File: src/include/ctpt_consts.vh
// Purpose: constants for the cascadable timer block
// Assumes: 40 MHz mclk_i stands for the crystal clock
// Notes:   byte addresses on the APB side
`ifndef CTPT_CONSTS_VH
`define CTPT_CONSTS_VH

`define CTPT_AW            12
`define CTPT_DW            32

// register byte addresses
`define CTPT_A_CTRL        12'h000
`define CTPT_A_STAT        12'h004
`define CTPT_A_MASK        12'h008
`define CTPT_A_CNT0        12'h010
`define CTPT_A_RLO0        12'h020
`define CTPT_A_RHI0        12'h030
`define CTPT_A_RHI1        12'h034
`define CTPT_A_CNT1        12'h014
`define CTPT_A_CNT2        12'h018
`define CTPT_A_CNT3        12'h01C
`define CTPT_A_RLO1        12'h024
`define CTPT_A_RLO2        12'h028
`define CTPT_A_RLO3        12'h02C
`define CTPT_IDX_PDIR      12'h0D6
`define CTPT_IDX_PSFR      12'h0D7
// port b registers sit at four times their index
`define CTPT_A_PDIR        12'h358
`define CTPT_A_PSFR        12'h35C

// control register fields
`define CTPT_EN_LSB        0
`define CTPT_RLD_LSB       4
`define CTPT_CAS01         8
`define CTPT_CAS23         9
`define CTPT_PWM           10
`define CTPT_PWMHI         12
`define CTPT_PIN           13
`define CTPT_CTRL_W        11

// reset values
`define CTPT_CTRL_RST      11'h000
`define CTPT_BYTE_RST      8'h00
`define CTPT_CNT_RST       32'h00000000
`define CTPT_STS_RST       4'h0

// port b bit that carries the toggle output
`define CTPT_TIMER_TOGGLE_OUTPUT_BIT      1

// timing
`define CTPT_TICK_DIV      8
`define CTPT_PRE_W         3
`define CTPT_PRE_LAST      3'h7

`endif

File: src/logic/ctpt_timers.v
// Purpose: four 8-bit down timers, cascadable, pwm and toggle out
// Assumes: mclk_i is the crystal clock, APB master on same clock
// Notes:   one wait state on every APB access
//
// Contract
// - outside pwm, a cascaded pair raises one interrupt, the even timer's, at 16-bit zero
// - even timer holds low byte, odd timer holds high byte
// - the timing-out timer reloads its count in the interrupt cycle
// - a cascaded pair always auto-reloads
// - timers keep counting with pending interrupts, pairs independent
// - a second timeout before service is not flagged
// - enabling by control write starts from current count, no load
// - timers tick once every eighth crystal cycle
// - independent timers reload from own low byte, optional reload
// - pwm alternates low pair and high pair 16-bit reloads
// - first pwm reload chosen by pin when toggle active, else low
// - low end gives timer zero irq, high end gives timer one irq
// - timer zero end of count toggles the output flip-flop
// - in pwm the pin falls after high and rises after low
// - after reset all timers are disabled
//
// Design decision made here: the APB slave port.
`include "ctpt_consts.vh"
`timescale 1ns/1ps
`default_nettype none

module ctpt_timers #(
  parameter integer TICK_DIV = `CTPT_TICK_DIV
) (
  input  wire        mclk_i,
  input  wire        rstn_i,
  input  wire        psel_i,
  input  wire        penable_i,
  input  wire        pwrite_i,
  input  wire [11:0] paddr_i,
  input  wire [31:0] pwdata_i,
  output wire [31:0] prdata_o,
  output wire        pready_o,
  output wire        pslverr_o,
  output wire        irq_o,
  output wire [3:0]  tmr_irq_o,
  output wire        toggle_pin_o,
  output wire        toggle_pin_oe_o
);

  reg  [`CTPT_CTRL_W-1:0] ctrl_q;
  reg  [`CTPT_CTRL_W-1:0] ctrl_d;
  reg  [31:0]             cnt_q;
  reg  [31:0]             cnt_d;
  reg  [31:0]             rlo_q;
  reg  [15:0]             rhi_q;
  reg  [3:0]              sts_q;
  reg  [3:0]              sts_d;
  reg  [3:0]              mask_q;
  reg  [7:0]              pdir_q;
  reg  [7:0]              psfr_q;
  reg  [`CTPT_PRE_W-1:0]  pre_q;
  reg                     tick_q;
  reg                     pwm_first_q;
  reg                     pwm_first_d;
  reg                     pulse_high_reload_pair_q;
  reg                     pulse_high_reload_pair_d;
  reg                     pin_q;
  reg                     pin_d;
  reg  [3:0]              ev;
  reg  [3:0]              en_clr;
  reg  [31:0]             prdata_q;
  reg                     pready_q;
  reg                     pslverr_q;
  reg                     irq_q;
  reg  [3:0]              tirq_q;
  reg                     oe_q;
  reg  [31:0]             rd_d;
  reg                     hit_d;
  reg  [15:0]             c16;
  reg  [15:0]             r16;
  reg                     nxt_hi;
  integer                 p;
  integer                 j;

  wire       acc_done = psel_i & penable_i & pready_q;
  wire       wr_en    = acc_done & pwrite_i;
  wire [3:0] en       = ctrl_q[`CTPT_EN_LSB +: 4];
  wire [3:0] rld      = ctrl_q[`CTPT_RLD_LSB +: 4];
  wire [1:0] cas      = {ctrl_q[`CTPT_CAS23], ctrl_q[`CTPT_CAS01]};
  wire       pwm_on   = ctrl_q[`CTPT_PWM] & ctrl_q[`CTPT_CAS01];
  wire       timer_toggle_output_on  = pdir_q[`CTPT_TIMER_TOGGLE_OUTPUT_BIT] & psfr_q[`CTPT_TIMER_TOGGLE_OUTPUT_BIT];
  wire       wr_ctrl  = wr_en & (paddr_i == `CTPT_A_CTRL);
  wire       wr_sts   = wr_en & (paddr_i == `CTPT_A_STAT);

  // TICK_DIV is informational; the three-bit prescaler fixes the divide at eight
  // divide by eight
  always @(posedge mclk_i or negedge rstn_i) begin
    if (!rstn_i) begin
      pre_q  <= {`CTPT_PRE_W{1'b0}};
      tick_q <= 1'b0;
    end else begin
      pre_q  <= pre_q + {{(`CTPT_PRE_W-1){1'b0}}, 1'b1};
      tick_q <= (pre_q == `CTPT_PRE_LAST);
    end
  end

  // counting, timeout and reload for each pair
  always @* begin
    cnt_d       = cnt_q;
    ev          = 4'h0;
    en_clr      = 4'h0;
    pwm_first_d = pwm_first_q;
    pulse_high_reload_pair_d    = pulse_high_reload_pair_q;
    pin_d       = pin_q;
    c16         = 16'h0000;
    r16         = 16'h0000;
    nxt_hi      = 1'b0;
    for (p = 0; p < 2; p = p + 1) begin
      if (cas[p]) begin
        c16 = {cnt_q[16*p+8 +: 8], cnt_q[16*p +: 8]};
        // count on regardless of pending status
        if (en[2*p] && tick_q) begin
          if (c16 == 16'h0000) begin
            r16 = {rlo_q[16*p+8 +: 8], rlo_q[16*p +: 8]};
            if (p == 0 && pwm_on) begin
              // first reload by pin or low
              if (pwm_first_q) begin
                nxt_hi = timer_toggle_output_on ? ~pin_q : 1'b0;
              end else begin
                nxt_hi = ~pulse_high_reload_pair_q;
              end
              if (nxt_hi) begin
                r16 = rhi_q;
              end
              // low end timer_zero_interrupt, high end irq1
              ev[0]       = nxt_hi;
              ev[1]       = ~nxt_hi;
              pulse_high_reload_pair_d    = nxt_hi;
              pwm_first_d = 1'b0;
              pin_d       = nxt_hi;
            end else begin
              ev[2*p] = 1'b1;
            end
            cnt_d[16*p +: 16] = r16;
          end else begin
            cnt_d[16*p +: 16] = c16 - 16'h0001;
          end
        end
      end else begin
        for (j = 2*p; j < 2*p+2; j = j + 1) begin
          if (en[j] && tick_q) begin
            if (cnt_q[8*j +: 8] == 8'h00) begin
              ev[j] = 1'b1;
              if (rld[j]) begin
                cnt_d[8*j +: 8] = rlo_q[8*j +: 8];
              end else begin
                // one-shot: stop rather than wrap
                en_clr[j] = 1'b1;
              end
            end else begin
              cnt_d[8*j +: 8] = cnt_q[8*j +: 8] - 8'h01;
            end
          end
        end
      end
    end
    // toggle on timer zero end of count
    if (!pwm_on && ev[0]) begin
      pin_d = ~pin_q;
    end
    // enabling write only arms, no load
    if (wr_ctrl) begin
      pwm_first_d = 1'b1;
    end
  end

  // control register, software write wins over one-shot stop
  always @* begin
    ctrl_d = ctrl_q;
    ctrl_d[`CTPT_EN_LSB +: 4] = en & ~en_clr;
    if (wr_ctrl) begin
      ctrl_d = pwdata_i[`CTPT_CTRL_W-1:0];
    end
  end

  always @* begin
    sts_d = sts_q;
    if (wr_sts) begin
      sts_d = sts_q & ~pwdata_i[3:0];
    end
    sts_d = sts_d | ev;
  end

  always @(posedge mclk_i or negedge rstn_i) begin
    if (!rstn_i) begin
      ctrl_q      <= `CTPT_CTRL_RST;
      cnt_q       <= `CTPT_CNT_RST;
      sts_q       <= `CTPT_STS_RST;
      pwm_first_q <= 1'b1;
      pulse_high_reload_pair_q    <= 1'b0;
      pin_q       <= 1'b0;
    end else begin
      ctrl_q      <= ctrl_d;
      sts_q       <= sts_d;
      pwm_first_q <= pwm_first_d;
      pulse_high_reload_pair_q    <= pulse_high_reload_pair_d;
      pin_q       <= pin_d;
      cnt_q       <= cnt_d;
      // a software count write wins over the tick of the same cycle
      if (wr_en) begin
        case (paddr_i)
          `CTPT_A_CNT0: begin
            cnt_q[7:0] <= pwdata_i[7:0];
          end
          `CTPT_A_CNT1: begin
            cnt_q[15:8] <= pwdata_i[7:0];
          end
          `CTPT_A_CNT2: begin
            cnt_q[23:16] <= pwdata_i[7:0];
          end
          `CTPT_A_CNT3: begin
            cnt_q[31:24] <= pwdata_i[7:0];
          end
          default: begin
            cnt_q <= cnt_d;
          end
        endcase
      end
    end
  end

  // reload, mask and port b bits change only by software
  always @(posedge mclk_i or negedge rstn_i) begin
    if (!rstn_i) begin
      rlo_q  <= `CTPT_CNT_RST;
      rhi_q  <= {`CTPT_BYTE_RST, `CTPT_BYTE_RST};
      mask_q <= `CTPT_STS_RST;
      pdir_q <= `CTPT_BYTE_RST;
      psfr_q <= `CTPT_BYTE_RST;
    end else if (wr_en) begin
      case (paddr_i)
        `CTPT_A_MASK: begin
          mask_q <= pwdata_i[3:0];
        end
        `CTPT_A_RLO0: begin
          rlo_q[7:0] <= pwdata_i[7:0];
        end
        `CTPT_A_RLO1: begin
          rlo_q[15:8] <= pwdata_i[7:0];
        end
        `CTPT_A_RLO2: begin
          rlo_q[23:16] <= pwdata_i[7:0];
        end
        `CTPT_A_RLO3: begin
          rlo_q[31:24] <= pwdata_i[7:0];
        end
        `CTPT_A_RHI0: begin
          rhi_q[7:0] <= pwdata_i[7:0];
        end
        `CTPT_A_RHI1: begin
          rhi_q[15:8] <= pwdata_i[7:0];
        end
        `CTPT_A_PDIR: begin
          pdir_q <= pwdata_i[7:0];
        end
        `CTPT_A_PSFR: begin
          psfr_q <= pwdata_i[7:0];
        end
        default: begin
          mask_q <= mask_q;
        end
      endcase
    end
  end

  // read mux and decode
  always @* begin
    rd_d  = 32'h00000000;
    hit_d = 1'b1;
    case (paddr_i)
      `CTPT_A_CTRL: begin
        // live pwm phase and pin level let software pick up a running pwm
        rd_d[`CTPT_CTRL_W-1:0] = ctrl_q;
        rd_d[`CTPT_PWMHI]      = pulse_high_reload_pair_q;
        rd_d[`CTPT_PIN]        = pin_q;
      end
      `CTPT_A_STAT: begin
        rd_d[3:0] = sts_q;
      end
      `CTPT_A_MASK: begin
        rd_d[3:0] = mask_q;
      end
      `CTPT_A_CNT0: begin
        rd_d[7:0] = cnt_q[7:0];
      end
      `CTPT_A_CNT1: begin
        rd_d[7:0] = cnt_q[15:8];
      end
      `CTPT_A_CNT2: begin
        rd_d[7:0] = cnt_q[23:16];
      end
      `CTPT_A_CNT3: begin
        rd_d[7:0] = cnt_q[31:24];
      end
      `CTPT_A_RLO0: begin
        rd_d[7:0] = rlo_q[7:0];
      end
      `CTPT_A_RLO1: begin
        rd_d[7:0] = rlo_q[15:8];
      end
      `CTPT_A_RLO2: begin
        rd_d[7:0] = rlo_q[23:16];
      end
      `CTPT_A_RLO3: begin
        rd_d[7:0] = rlo_q[31:24];
      end
      `CTPT_A_RHI0: begin
        rd_d[7:0] = rhi_q[7:0];
      end
      `CTPT_A_RHI1: begin
        rd_d[7:0] = rhi_q[15:8];
      end
      `CTPT_A_PDIR: begin
        rd_d[7:0] = pdir_q;
      end
      `CTPT_A_PSFR: begin
        rd_d[7:0] = psfr_q;
      end
      default: begin
        hit_d = 1'b0;
      end
    endcase
  end

  // one wait state; read data is registered on the same edge that raises pready
  always @(posedge mclk_i or negedge rstn_i) begin
    if (!rstn_i) begin
      pready_q  <= 1'b0;
      pslverr_q <= 1'b0;
      prdata_q  <= 32'h00000000;
      irq_q     <= 1'b0;
      tirq_q    <= 4'h0;
      oe_q      <= 1'b0;
    end else begin
      pready_q  <= psel_i & penable_i & ~pready_q;
      pslverr_q <= psel_i & penable_i & ~pready_q & ~hit_d;
      if (psel_i && penable_i && !pready_q && !pwrite_i) begin
        prdata_q <= rd_d;
      end
      // level follows status and mask, so it drops only by a status or mask write
      irq_q  <= |(sts_d & mask_q);
      tirq_q <= ev;
      // pin drives only when port b is set up
      oe_q   <= timer_toggle_output_on;
    end
  end

  assign prdata_o        = prdata_q;
  assign pready_o        = pready_q;
  assign pslverr_o       = pslverr_q;
  assign irq_o           = irq_q;
  assign tmr_irq_o       = tirq_q;
  assign toggle_pin_o    = pin_q;
  assign toggle_pin_oe_o = oe_q;

endmodule

`default_nettype wire

File: config.mk
export PLATFORM = sky130hd
export DESIGN_NAME = ctpt_timers
export DESIGN_NICKNAME = d
export VERILOG_FILES = /design/src/logic/ctpt_timers.v
export VERILOG_INCLUDE_DIRS = /design/src /design/src/include
export SDC_FILE = /design/constraint.sdc
export NUM_CORES = 1
export LEC_CHECK = 0
export ABC_AREA = 1
export CELL_PAD_IN_SITES_DETAIL_PLACEMENT = 2
export CELL_PAD_IN_SITES_GLOBAL_PLACEMENT = 2
export CORE_MARGIN = 10
export CORE_UTILIZATION = 36
export DETAILED_ROUTE_END_ITERATION = 12
export DONT_BUFFER_PORTS = 1
export GPL_TIMING_DRIVEN = 0
export PLACE_DENSITY = 0.84
export SYNTH_ARGS = -nofsm -noshare
export SYNTH_HDL_FRONTEND = slang
export SYNTH_SLANG_ARGS = --single-unit
File: constraint.sdc
create_clock -name mclk_i -period 2.15 [get_ports mclk_i]
set_input_delay 0.3225 -clock mclk_i [delete_from_list [all_inputs] [get_ports mclk_i]]
set_output_delay 0.3225 -clock mclk_i [all_outputs]
set_load 0.01 [all_outputs]
==> results.json <==
{
  "status": "finished, violations left",
  "violations": "hold timing",
  "synth_edf_count": 0,
  "yosys_warnings": 0,
  "gr-usage-all-layers_pct": 29.4,
  "finalCriticalPeriod_ps": 2090,
  "p_leak_uw": 0.00546,
  "power_frac_clock_pct": 52.3,
  "critPathLaunch": "cnt_q[25]$_DFF_PN0_",
  "rr_endpoint": "cnt_q[16]$_DFF_PN0_",
  "whs_ps": -429,
  "power.switching_uw": 1730,
  "cts_htree_levels": 4,
  "multi_input_area_sq_um": 5500,
  "drv_cap": 0,
  "vias": 11300,
  "synth_area_leaders": "dfrtp_1, nand2_1, nand3_1, o21ai_0, nor2_1",
  "power_frac_seq_pct": 44.0,
  "worstRegToRegCells": 13,
  "async_flop_share_pct": 100,
  "clk_pin_slew_ps": 70,
  "cp-end-kind": "register",
  "p_int_uw": 4440,
  "nNetsFinal": 1597,
  "final_antenna_net_count": 0,
  "syn_area_per_cell_sq_um": 6.66,
  "finish.utilization_pct": 42.0,
  "numCtsBuffers": 17,
  "finalCritPeriodShare_pct": 97.0,
  "die_y_microns": 185,
  "start_util_pct": 36.5,
  "drc": 0,
  "setup_violations": 0,
  "grt-ovfl-total": 0,
  "die_area_sq_um": 34400,
  "synth-seq-cells": 143,
  "synthCells": 1479,
  "die_w_microns": 185,
  "startpoint_type": "register",
  "port_buffers": 0,
  "area_growth_pct": 15.0,
  "maxSlewViolCount": 0,
  "power.density_nw_per_um2": 544,
  "firstDrtPassIters": 6,
  "synth_area_sq_um": 9840,
  "crit_required_ps": 2430,
  "ys_seq_area_share_pct": 36.4,
  "cts-root-buf": "clkbuf_16",
  "clock_path_buffers": 2,
  "power_frac_comb_pct": 3.7,
  "worstSetupPathType": "register to register",
  "antenna_found_initial": 2,
  "dr.first_iter.drc_count": 1196,
  "r2r-start": "cnt_q[25]$_DFF_PN0_",
  "reg2reg_slack_ps": 60,
  "drive_gt1_share_pct": 13.0,
  "fill_cells": 3241,
  "cts-hold-fix-buffers": 1,
  "fmax_ghz": 0.479,
  "seqCellArea_sq_um": 3590,
  "ir_worst_vdd_v": 0.000430,
  "worstSkewPairLatency_ps": 450,
  "rows": 60,
  "cts_tree": "done",
  "crit_top_cell": "o21ai_0",
  "ys_types": 43,
  "p_sw_share_pct": 28.0,
  "cp_slowest_cell": "dfrtp_2",
  "synth_common_cells": "nand2_1, nand3_1, nor2_1",
  "yosysMostFrequentCell": "nand2_1",
  "ioPinCount": 90,
  "cts.sinks": 143,
  "routed_wl_mm": 50.8,
  "synth-main-ff-cell": "dfrtp_1",
  "tightest_slew_ps": 934,
  "grt_max_degree": 144,
  "critPathMaxStageDelay_ps": 440,
  "routabilityCongestion": 0.998,
  "coreArea_sq_um": 27000,
  "antenna_cells": 0,
  "skew_ps": 21.9,
  "viasPerCell": 5.95,
  "grt_pass1_vias": 11900,
  "grt_pass1_wl_mm": 75.5,
  "dp_hpwl_mm": 36.0,
  "path_cells": "inv_4 > ha_4 > inv_1 > nor2_2 > nand2_2 > nor2_4 > nand2_4 > buf_4 > buf_6 > o21ai_0 > o21ai_0 > nand3_1 > o21ai_0",
  "hold_viol": 144,
  "finalNonFillerCells": 1894,
  "worst-path-max-fanout": 10,
  "worst_slew_margin_rel_pct": 37.7,
  "place_inst": 1838,
  "hp-class": "primary input to async pin",
  "arrival_ps": 2370,
  "synth_top_area_share_pct": 36.1,
  "wl_per_cell_microns": 26.8,
  "synth_top_area_cell": "dfrtp_1"
}
timing repair:
item / 4_1_cts / 5_1_grt
setup buffers: 13 / 10
setup endpoints to repair: 58 / 48
pin swaps: 6 / 6
endpoints found under the hold margin: 144 / 143
cloned: 0 / 1
resized for setup: 39 / 41
per-stage QoR:
| stage | setup slack [ps] | cell area, sq um | total power, uW | TNS, ps |
|---|---|---|---|---|
| floorplan | 240 | 9910 | 2900 | 0 |
| global route | -36.7 | 11300 | 6300 | -197 |
| global placement | -444 | 10300 | 2960 | -8850 |
| CTS | 4.50 | 11100 | 6150 | 0 |
| detailed placement | -455 | 10300 | 2970 | -14640 |
| finish | 64.4 | 11300 | 6160 | 0 |
cell type report:
class / count / share of cell area (%)
clock buffer: 17 / 3.76
clock inverter: 15 / 1.64
multi-input combinational: 1137 / 48.6
tap: 341 / 3.77
buffer: 72 / 3.89
inverter: 144 / 4.95
timing repair buffer: 25 / 1.66
sequential: 143 / 31.8
worst max path at each step:
stage                     endpoint  slack [ps]  depth (start not counted)
6_report       cnt_q[16]$_DFF_PN0_          60                         13
5_1_grt        cnt_q[11]$_DFF_PN0_         -40                         13
4_1_cts        cnt_q[30]$_DFF_PN0_           4                         14
3_5_place_dp       irq_o$_DFF_PN0_        -460                         10
3_3_place_gp       irq_o$_DFF_PN0_        -440                         10
2_1_floorplan  cnt_q[30]$_DFF_PN0_         240                         12
worst max-delay path, delay by kind of cell (launching register included):
| family | cells | cell delay [ps] |
|---|---|---|
| AND/OR/NAND/NOR | 5 | 570 |
| buffers and inverters | 4 | 420 |
| flip-flops | 1 | 440 |
| adder cells (fa/ha/maj) | 1 | 150 |
| AO/OA/AOI/OAI | 3 | 350 |
state kept, by name (all words and copies together), names as in the netlist, 3 cells and up:
register and count:
cnt_q 32, rlo_q 32, rhi_q 16, prdata_o 13, ctrl_q 11, pdir_q 8
psfr_q 8, mask_q 4, sts_q 4, tmr_irq_o 4, pre_q 3
layout by cell type (no fill, tap or decap), types with 5 or more instances in the layout:
cell | netlist | layout
o31ai_1 | 5 | 5
ha_1 | 8 | 5
nand3_1 | 165 | 163
o21a_1 | 10 | 10
nor2_2 | 9 | 13
nand3_2 | 5 | 7
inv_2 | 6 | 11
nand3b_1 | 8 | 8
nor2_1 | 146 | 136
a21oi_1 | 67 | 65
nor2_4 | 9 | 15
clkbuf_16 | 0 | 17
inv_6 | 0 | 6
buf_4 | 21 | 45
inv_4 | 1 | 6
nand2_1 | 449 | 442
o211ai_1 | 16 | 16
inv_1 | 135 | 125
dfrtp_1 | 142 | 130
clkbuf_1 | 25 | 21
buf_2 | 18 | 16
conb_1 | 1 | 19
nand4_1 | 28 | 28
buf_6 | 7 | 8
nand2_2 | 9 | 13
o21ai_1 | 9 | 14
o21ai_0 | 132 | 127
xor2_1 | 10 | 10
nor3_1 | 12 | 11
dfrtp_2 | 0 | 12
layer usage:
layer  up-vias  routed length (microns)  global-route usage [%]
met2       483                    23300                    47.2
met1      5713                    21600                    37.8
met4         4                     2450                    13.4
met5         -                       36                       0
met3       150                     3390                    5.04
li1       4918                        -                       -
cell families (layout without fill, tap and decap cells):
kind of cell | after synthesis | in the layout | share of synthesized area (%)
multiplexers | 1 | 1 | 0.102
flip-flops | 143 | 143 | 36.4
XOR/XNOR | 12 | 12 | 1.07
adder cells (fa/ha/maj) | 8 | 8 | 1.02
buffers and inverters | 217 | 273 | 9.86
other | 1 | 19 | 0.0381
AO/OA/AOI/OAI | 251 | 251 | 13.9
AND/OR/NAND/NOR | 846 | 846 | 37.7
power groups by stage:
| stage | clock network, uW | registers, uW | logic (uW) |
|---|---|---|---|
| after floorplan | 0 | 2760 | 139 |
| after global placement | 0 | 2760 | 199 |
| after detailed placement | 0 | 2760 | 205 |
| after CTS | 3230 | 2710 | 214 |
| after global routing | 3350 | 2710 | 243 |
| final | 3220 | 2710 | 227 |
Power figures use the tool's default switching activity.
